**config.mk**
```make
export PLATFORM = sky130hd
export DESIGN_NAME = bwc_regs
export DESIGN_NICKNAME = d
export VERILOG_FILES = /design/src/hw/bwc_pkg.sv /design/src/hw/bwc_regs.sv
export SDC_FILE = /design/constraint.sdc
export NUM_CORES = 1
export LEC_CHECK = 0
export ABC_AREA = 1
export ABC_CLOCK_PERIOD_IN_PS = 1450
export BUFFER_PORTS_ARGS = -buffer_cell sky130_fd_sc_hd__buf_2
export CORE_MARGIN = 1.5
export CORE_UTILIZATION = 40
export DETAILED_ROUTE_END_ITERATION = 10
export MAX_ROUTING_LAYER = met4
export PLACE_DENSITY = 0.79
export SLEW_MARGIN = 20
export SYNTH_ARGS = -nofsm -noshare
export SYNTH_HDL_FRONTEND = slang
export SYNTH_SLANG_ARGS = --single-unit
export TNS_END_PERCENT = 10
```
**constraint.sdc**
```tcl
create_clock -name clk -period 1.45 [get_ports clk]
set_input_delay 0.0725 -clock clk [delete_from_list [all_inputs] [get_ports clk]]
set_output_delay 0.0725 -clock clk [all_outputs]
set_load 0.05 [all_outputs]
```
**src/hw/bwc_pkg.sv**
```systemverilog
// Package: offsets, field layouts and reset values of the bridge window registers
package bwc_pkg;

    // Configuration byte offsets
    localparam logic [7:0] IO_LIMIT_OFS      = 8'h1D;
    localparam logic [7:0] BUS_STATUS_LO_OFS = 8'h1E;
    localparam logic [7:0] BUS_STATUS_HI_OFS = 8'h1F;
    localparam logic [7:0] MEM_BASE_LO_OFS   = 8'h20;
    localparam logic [7:0] MEM_BASE_HI_OFS   = 8'h21;
    localparam logic [7:0] MEM_LIMIT_LO_OFS  = 8'h22;
    localparam logic [7:0] MEM_LIMIT_HI_OFS  = 8'h23;

    // Field layout of the writable nibbles
    localparam int         TOP_NIBBLE_LSB = 4;
    localparam int         TOP_NIBBLE_MSB = 7;

    // Read-only and reset values
    localparam logic [3:0]  IO_WIDTH_CODE   = 4'h1;
    localparam logic [3:0]  RSVD_NIBBLE     = 4'h0;
    localparam logic [3:0]  IO_TOP_RESET    = 4'h0;
    localparam logic [11:0] MEM_BITS_RESET  = 12'h000;
    localparam logic [7:0]  UNMAPPED_BYTE   = 8'h00;

    // Fill values for the window bounds
    localparam logic [11:0] IO_LOW_ZEROS  = 12'h000;
    localparam logic [11:0] IO_LOW_ONES   = 12'hFFF;
    localparam logic [19:0] MEM_LOW_ZEROS = 20'h0_0000;
    localparam logic [19:0] MEM_LOW_ONES  = 20'hF_FFFF;

    // Internal bus status, every field hardwired
    typedef struct packed {
        logic       parityDetectedFlag;
        logic       systemErrorSeenFlag;
        logic       initiatorAbortSeenFlag;
        logic       targetAbortSeenFlag;
        logic       targetAbortSentFlag;
        logic [1:0] selectTiming;
        logic       initiatorParityFlag;
        logic       backToBackCapable;
        logic       reservedBit6;
        logic       doubleRateCapable;
        logic [4:0] reservedLow;
    } bwc_status_t;

    localparam bwc_status_t BUS_STATUS_VALUE = '{
        parityDetectedFlag:     1'b0,
        systemErrorSeenFlag:    1'b0,
        initiatorAbortSeenFlag: 1'b0,
        targetAbortSeenFlag:    1'b0,
        targetAbortSentFlag:    1'b0,
        selectTiming:           2'h0,
        initiatorParityFlag:    1'b0,
        backToBackCapable:      1'b0,
        reservedBit6:           1'b0,
        doubleRateCapable:      1'b0,
        reservedLow:            5'h00
    };

    // One address window, both bounds inclusive
    typedef struct packed {
        logic [31:0] bottom;
        logic [31:0] top;
    } bwc_window_t;

    // One byte-wide configuration access
    typedef struct packed {
        logic       write;
        logic       read;
        logic [7:0] offset;
        logic [7:0] wrData;
    } bwc_cfg_req_t;

endpackage : bwc_pkg

```
**src/hw/bwc_regs.sv**
```systemverilog
// Bridge window registers: I/O limit, internal bus status, memory base and limit
// How it works
// - I/O limit bits 7:4 are writable and give I/O top address bits 15:12.
// - I/O window top has its twelve low address bits all ones.
// - I/O top bits 31:16 come from the separate upper limit input.
// - I/O limit bits 3:0 read 1, marking 32-bit I/O; writes ignored.
// - I/O base and limit decide whether an I/O access is forwarded.
// - I/O limit register resets to 01h.
// - Internal bus error bits 15..11 and 8 always read zero.
// - Select timing bits 10:9 are constant zero, unaffected by writes.
// - Back-to-back bit 7 and double rate bit 5 always read zero.
// - Reserved status bit 6 and bits 4:0 read zero.
// - Memory base bits 15:4 are writable and give bottom address bits 31:20.
// - Memory window bottom has its twenty low address bits zero.
// - Memory limit bits 15:4 are writable and give top address bits 31:20.
// - Memory window top has its twenty low address bits all ones.
// - Bits 3:0 of memory base and limit are reserved and read zero.
// - Memory base and limit decide whether a memory access is forwarded.
// - Status register reports the internal bus between upstream and downstream ports.
// - I/O window bottom takes bits 15:12 from the base field, low bits zero.
`timescale 1ns/1ns
`default_nettype none

module bwc_regs
    import bwc_pkg::*;
(
    input  wire logic                 clk,
    input  wire logic                 rst,
    input  wire bwc_pkg::bwc_cfg_req_t cfgReq,
    output var  logic [7:0]           cfgRdData,
    output var  logic                 cfgRdValid,
    input  wire logic [3:0]           ioBottomBits,
    input  wire logic [15:0]          ioBaseUpper,
    input  wire logic [15:0]          ioLimitUpper,
    input  wire logic                 ioReqValid,
    input  wire logic [31:0]          ioReqAddr,
    input  wire logic                 memReqValid,
    input  wire logic [31:0]          memReqAddr,
    output var  logic                 ioForward,
    output var  logic                 memForward,
    output var  bwc_pkg::bwc_window_t ioWindow,
    output var  bwc_pkg::bwc_window_t memWindow
);
    import bwc_pkg::*;

    logic [3:0]  ioTopBits;
    logic [11:0] memBottomBits;
    logic [11:0] memTopBits;
    logic [15:0] statusWord;
    logic [7:0]  next_cfgRdData;
    bwc_window_t next_ioWindow;
    bwc_window_t next_memWindow;

    // Inclusive window test, shared by the I/O and memory paths
    function automatic logic inWindow(input logic [31:0] addr, input bwc_window_t win);
        inWindow = (addr >= win.bottom) && (addr <= win.top);
    endfunction : inWindow

    // Nothing is checked on the internal bus, so its status is constant
    assign statusWord = BUS_STATUS_VALUE;

    // I/O limit nibble; the type code has no storage, so writes cannot touch it
    always_ff @(posedge clk) begin
        if (rst) begin
            ioTopBits <= IO_TOP_RESET;
        end else if (cfgReq.write && cfgReq.offset == IO_LIMIT_OFS) begin
            ioTopBits <= cfgReq.wrData[TOP_NIBBLE_MSB:TOP_NIBBLE_LSB];
        end
    end

    // Memory base field, low nibble of the low byte is reserved
    always_ff @(posedge clk) begin
        if (rst) begin
            memBottomBits <= MEM_BITS_RESET;
        end else if (cfgReq.write && cfgReq.offset == MEM_BASE_LO_OFS) begin
            memBottomBits[3:0] <= cfgReq.wrData[TOP_NIBBLE_MSB:TOP_NIBBLE_LSB];
        end else if (cfgReq.write && cfgReq.offset == MEM_BASE_HI_OFS) begin
            memBottomBits[11:4] <= cfgReq.wrData;
        end
    end

    // Memory limit field; resets with every bit clear, reserved bits 3:0 are not stored
    always_ff @(posedge clk) begin
        if (rst) begin
            memTopBits <= MEM_BITS_RESET;
        end else if (cfgReq.write && cfgReq.offset == MEM_LIMIT_LO_OFS) begin
            memTopBits[3:0] <= cfgReq.wrData[TOP_NIBBLE_MSB:TOP_NIBBLE_LSB];
        end else if (cfgReq.write && cfgReq.offset == MEM_LIMIT_HI_OFS) begin
            memTopBits[11:4] <= cfgReq.wrData;
        end
    end

    // Read mux; unmapped offsets answer zero rather than stalling the read
    always_comb begin
        unique case (cfgReq.offset)
            IO_LIMIT_OFS:      next_cfgRdData = {ioTopBits, IO_WIDTH_CODE};
            BUS_STATUS_LO_OFS: next_cfgRdData = statusWord[7:0];
            BUS_STATUS_HI_OFS: next_cfgRdData = statusWord[15:8];
            MEM_BASE_LO_OFS:   next_cfgRdData = {memBottomBits[3:0], RSVD_NIBBLE};
            MEM_BASE_HI_OFS:   next_cfgRdData = memBottomBits[11:4];
            MEM_LIMIT_LO_OFS:  next_cfgRdData = {memTopBits[3:0], RSVD_NIBBLE};
            MEM_LIMIT_HI_OFS:  next_cfgRdData = memTopBits[11:4];
            default:           next_cfgRdData = UNMAPPED_BYTE;
        endcase
    end

    // Read answer one cycle after the request
    always_ff @(posedge clk) begin
        if (rst) begin
            cfgRdData  <= UNMAPPED_BYTE;
            cfgRdValid <= 1'b0;
        end else begin
            cfgRdData  <= cfgReq.read ? next_cfgRdData : UNMAPPED_BYTE;
            cfgRdValid <= cfgReq.read;
        end
    end

    // Expanded window bounds
    always_comb begin
        next_ioWindow.bottom  = {ioBaseUpper, ioBottomBits, IO_LOW_ZEROS};
        next_ioWindow.top     = {ioLimitUpper, ioTopBits, IO_LOW_ONES};
        next_memWindow.bottom = {memBottomBits, MEM_LOW_ZEROS};
        next_memWindow.top    = {memTopBits, MEM_LOW_ONES};
    end

    // Registered bounds; they trail a register write by one cycle
    always_ff @(posedge clk) begin
        if (rst) begin
            ioWindow  <= '0;
            memWindow <= '0;
        end else begin
            ioWindow  <= next_ioWindow;
            memWindow <= next_memWindow;
        end
    end

    // Forwarding decisions, judged against the current register contents
    always_ff @(posedge clk) begin
        if (rst) begin
            ioForward  <= 1'b0;
            memForward <= 1'b0;
        end else begin
            ioForward  <= ioReqValid && inWindow(ioReqAddr, next_ioWindow);
            memForward <= memReqValid && inWindow(memReqAddr, next_memWindow);
        end
    end

endmodule : bwc_regs

`default_nettype wire

```
* After elaboration in Yosys (flattened, before gate mapping)
Index checks and enable logic that the tools add are counted.
Widths: inputs -> output; s select.
** Operators by class
- Bitwise gates (word level) :: 3
- Equality and inequality tests :: 5
- Mux-type cells :: 3
- Order comparisons :: 4
- Reductions and logical operators :: 12
** Operator list (count)
- $ge 32x32->1 :: 2
- $le 32x32->1 :: 2
- $pmux 8 s5 :: 1
- $eq 8x6->1 const B :: 4
- $mux 20 :: 1
- $mux 12 :: 1
- $logic_and 1x1->1 :: 9
- $eq 8x5->1 const B :: 1
- $reduce_and 2->1 :: 2
- $not 1->1 :: 3
- $reduce_or 2->1 :: 1
** Storage, ports and cells
- Bits in registers :: 167
- Logic and storage cells :: 44
- Input port bits :: 122

* Longest topological paths before layout
- Word-level depth :: 4
- Gate-level depth with buffers :: 13

* Least setup slack after synthesis
Ideal clock, no wire load.
- Path kind :: reg2out
- From :: register ioWindow[10] in the netlist's numbering
- To :: output ioWindow[10] in the netlist's numbering
- Data required time :: 1378 ps
- Cell stages (with the launch flop) :: 2
- Path buffers :: 1
- Path slack :: -68 ps
- Data arrival time :: 1446 ps
- Cell sequence :: dfxtp_1 > buf_4
** RTL lines
- start, declared :: line bwc_regs.sv:41 : output var bwc_pkg::bwc_window_t ioWindow,
- start signal, assigned :: line bwc_regs.sv:132 : ioWindow <= next_ioWindow;
No word-level cell between the ends.

* Worst setup path after layout
- From :: input ioBaseUpper[11]
- To :: register ioForward
** On the way
- Cells in the longest elaborated chain, start to end :: 3
** RTL lines
- start, declared :: line bwc_regs.sv:33 : input wire logic [15:0] ioBaseUpper,
- $ge 32x32->1 :: line bwc_regs.sv:56 : inWindow = (addr >= win.bottom) && (addr <= win.top);
- $logic_and 1x1->1 :: line bwc_regs.sv:56
- $logic_and 1x1->1 :: line bwc_regs.sv:143 : ioForward <= ioReqValid && inWindow(ioReqAddr, next_ioWindow);
- end signal, assigned :: line bwc_regs.sv:143
- end, declared :: line bwc_regs.sv:39 : output var logic ioForward,
Every way passes these cells.
A chain may end at the register's enable or synchronous reset.

==> results.toml <==
[drt]
drc = 0
dr.pass1.iters = 5
drt_iter0_drc = 346
totalWireLength_um = 16000
vias = 5465
routed_via_density = 4.67
ant_nets = 0
wl_per_cell_um = 13.7

[power_and_ir_drop]
pwr-share-comb_pct = 21.0
switching_share_pct = 30.7
p_sw_mw = 2.19
ir_worst_vdd_uv = 463
leakage_nw = 3.88
pwr-share-seq_pct = 41.2
p_int_mw = 4.94
p_clk_share_pct = 37.8
p_per_area_mw_per_mm2 = 950

[sta]
rsz0062_at_grt = "true"
finalCriticalPeriod_ns = 1.48
slew_headroom_pct = 63.6
fmax_ghz = 0.674
finalSetupViolations = 2
hold_violations = 0
drv_slew = 0
worst_slack_ns = -0.0330
post-route-period-util_pct = 102
finalClockSkew_ns = 0.00656
worstMarginPinSlew_ns = 0.540

[final_layout]
drive_above_1_share_pct = 32.6
nNetsFinal = 1174
final_cells = 1170
finalInstanceArea_sq_mm = 0.00750
areaGrowthSynthToFinish_pct = 37.7

[min_path]
min_from = "ioLimitUpper[8]"
worstHoldPathType = "in -> reg"
hold_path_end = "ioWindow[24]"
hold_depth = 3

[placed_design]
portBuffers = 228
dp_hpwl_um = 12400
post_dp_cell_area_sq_mm = 0.00669
gp_congestion = 0.914
dp.cells = 1115

[setup_path]
timing.critical_path.from_type = "primary input"
worstPathRequired_ns = 1.70
arrival_ns = 1.73
r2r-start = "memTopBits[6]"
path_max_fanout = 2
endpoint_kind = "flip-flop"
rrSetupSlack_ns = -0.03
rr_worst_depth = 10
reg2reg_to = "memForward"
path_class = "in -> reg"

[grt]
antenna_found_initial = 1
grt_pass1_vias = 5069
gr-total-overflow = 0
grt_pass1_wl_um = 25000
grt_start_max_net_pins = 40
grt_usage_pct = 23.0

[yosys]
ys_ff_latch = 104
yosysWarnings = 0
syn_avg_cell_area_sq_um = 7.60
syn-cell-area_sq_mm = 0.00544
synth_cells = 716
synth_cell_types = 27
ys_seq_area_share_pct = 38.2

[clocking]
htreeDepth = 3
cts_buffers = 9
worst_skew_pair.late_latency_ns = 0.35
cts_root_buffer = "clkbuf_16"
path_clk_slew_ns = 0.07
clk_path_buf_depth = 2
cts_tree = "done"
clock_sinks = 104

[floorplanning]
dieArea_sq_mm = 0.0143
die_w_um = 120
pin_count = 261
initial_core_util_pct = 41.1
fp.dieH_um = 120
fp-row-count = 42
core-area_sq_mm = 0.0132

[run_status]
violations = "setup timing"
status = "finished with violations"

[job]
drv_cap = 0
[worst max-delay path by stage]
stage	startpoint	end	slack, ns	cells after the start
final	ioBaseUpper[11]	ioForward	-0.03	10
after global routing	memTopBits[6]	memForward	-0.16	10
after CTS	memBottomBits[8]	memForward	-0.03	9
after detailed placement	memTopBits[9]	memForward	-0.05	10
after global placement	memBottomBits[11]	memForward	0.02	9
after floorplan	memTopBits[11]	memForward	0.12	10
[kinds of logic after synthesis]
kind of cell             after synthesis  share of synthesized area, %
AO/OA/AOI/OAI                         99                          9.33
adder cells (fa/ha/maj)               64                          14.7
buffers and inverters                177                          16.7
flip-flops                           104                          38.2
other                                  1                        0.0689
AND/OR/NAND/NOR                      271                          20.9
[repair_timing]
action,4_1_cts,5_1_grt
hold buffers,35,0
setup buffers,3,0
endpoints found under the setup margin,1,2
endpoints found under the hold margin,35,0
gates resized for setup,12,15
pin swaps,7,6
[Yosys cell counts]
cell | instances | share of area [%]
nor2_1 | 113 | 7.8
dfxtp_1 | 104 | 38
nand2_1 | 101 | 7.0
inv_1 | 100 | 6.9
ha_1 | 64 | 15
buf_4 | 63 | 8.7
a21oi_1 | 55 | 5.1
o21ai_0 | 38 | 3.5
nand3_1 | 20 | 1.8
nor3_1 | 15 | 1.4
clkbuf_1 | 10 | 0.69
nand4_1 | 9 | 1.0
nor4_1 | 5 | 0.57
a21o_1 | 2 | 0.28
inv_2 | 2 | 0.14
nor2_2 | 2 | 0.23
o211ai_1 | 2 | 0.28
o22ai_1 | 2 | 0.23
buf_2 | 1 | 0.092
buf_6 | 1 | 0.21
conb_1 | 1 | 0.069
nand2_2 | 1 | 0.11
nand2_4 | 1 | 0.21
nor2_4 | 1 | 0.21
nor3_2 | 1 | 0.18
nor3_4 | 1 | 0.30
or2_2 | 1 | 0.11
[final cells by class]
type	count	area [sq um]
Clock buffer	10	239
Fill cell	1213	5740
Tap cell	176	220
Sequential cell	104	2090
Antenna cell	1	2.50
Inverter	102	383
Clock inverter	6	92.6
Multi-Input combinational cell	466	2660
Timing Repair Buffer	305	1810
[layer usage]
layer  wire length (um)  global-route usage [%]
met1               7110                    29.9
met2               7390                    36.1
met3               1060                    3.56
met4                488                    9.08
met5                  0                       -
[state kept, by name (all words and copies together) (netlist names)]
name	flops
ioWindow	41
memWindow	24
memBottomBits	12
memTopBits	12
cfgRdData	8
ioTopBits	4
cfgRdValid	1
ioForward	1
memForward	1
[power by group through the flow]
stage / registers (mW) / clock network [mW] / logic [mW]
floorplan: 3.22 / 0 / 0.859
global placement: 3.00 / 0 / 1.36
detailed placement: 3.00 / 0 / 1.38
CTS: 2.94 / 2.73 / 1.47
global route: 2.94 / 2.88 / 1.62
finish: 2.94 / 2.69 / 1.50
[metrics by stage]
stage,power (mW),hold WS [ns],worst slack (ns),utilization (%),setup TNS (ns)
after floorplan,4.08,0.179,0.115,-,0
after global placement,4.36,0.295,0.0243,50.5,0
after detailed placement,4.38,0.299,-0.0541,50.5,-0.0541
after CTS,7.13,0.0216,-0.0311,56.2,-0.0311
after global routing,7.44,0.0346,-0.163,56.6,-0.315
final,7.13,0.0277,-0.0330,56.6,-0.0604
[critical path: stages]
cell	delay, ns
dlygate4sd3_1	0.53
buf_2	0.10
inv_1	0.06
ha_1	0.34
a21oi_1	0.18
a21oi_1	0.10
nor2_1	0.10
nand3_1	0.08
nor2_1	0.11
nor2_1	0.05
[layout by cell type (no fill, tap or decap), types with 9 or more instances in the layout]
master         netlist  routed
nor2_1             113     108
nand4_1              9       9
o21ai_0             38      38
dfxtp_1            104      95
dlygate4sd3_1        0      35
nand2_1            101     100
nor3_1              15      13
nand3_1             20      19
inv_1              100      95
buf_2                1     228
buf_4               63      42
conb_1               1      32
clkbuf_16            0       9
dfxtp_2              0       9
a21oi_1             55      55
ha_1                64      59
(Power assumes the default switching activity.)
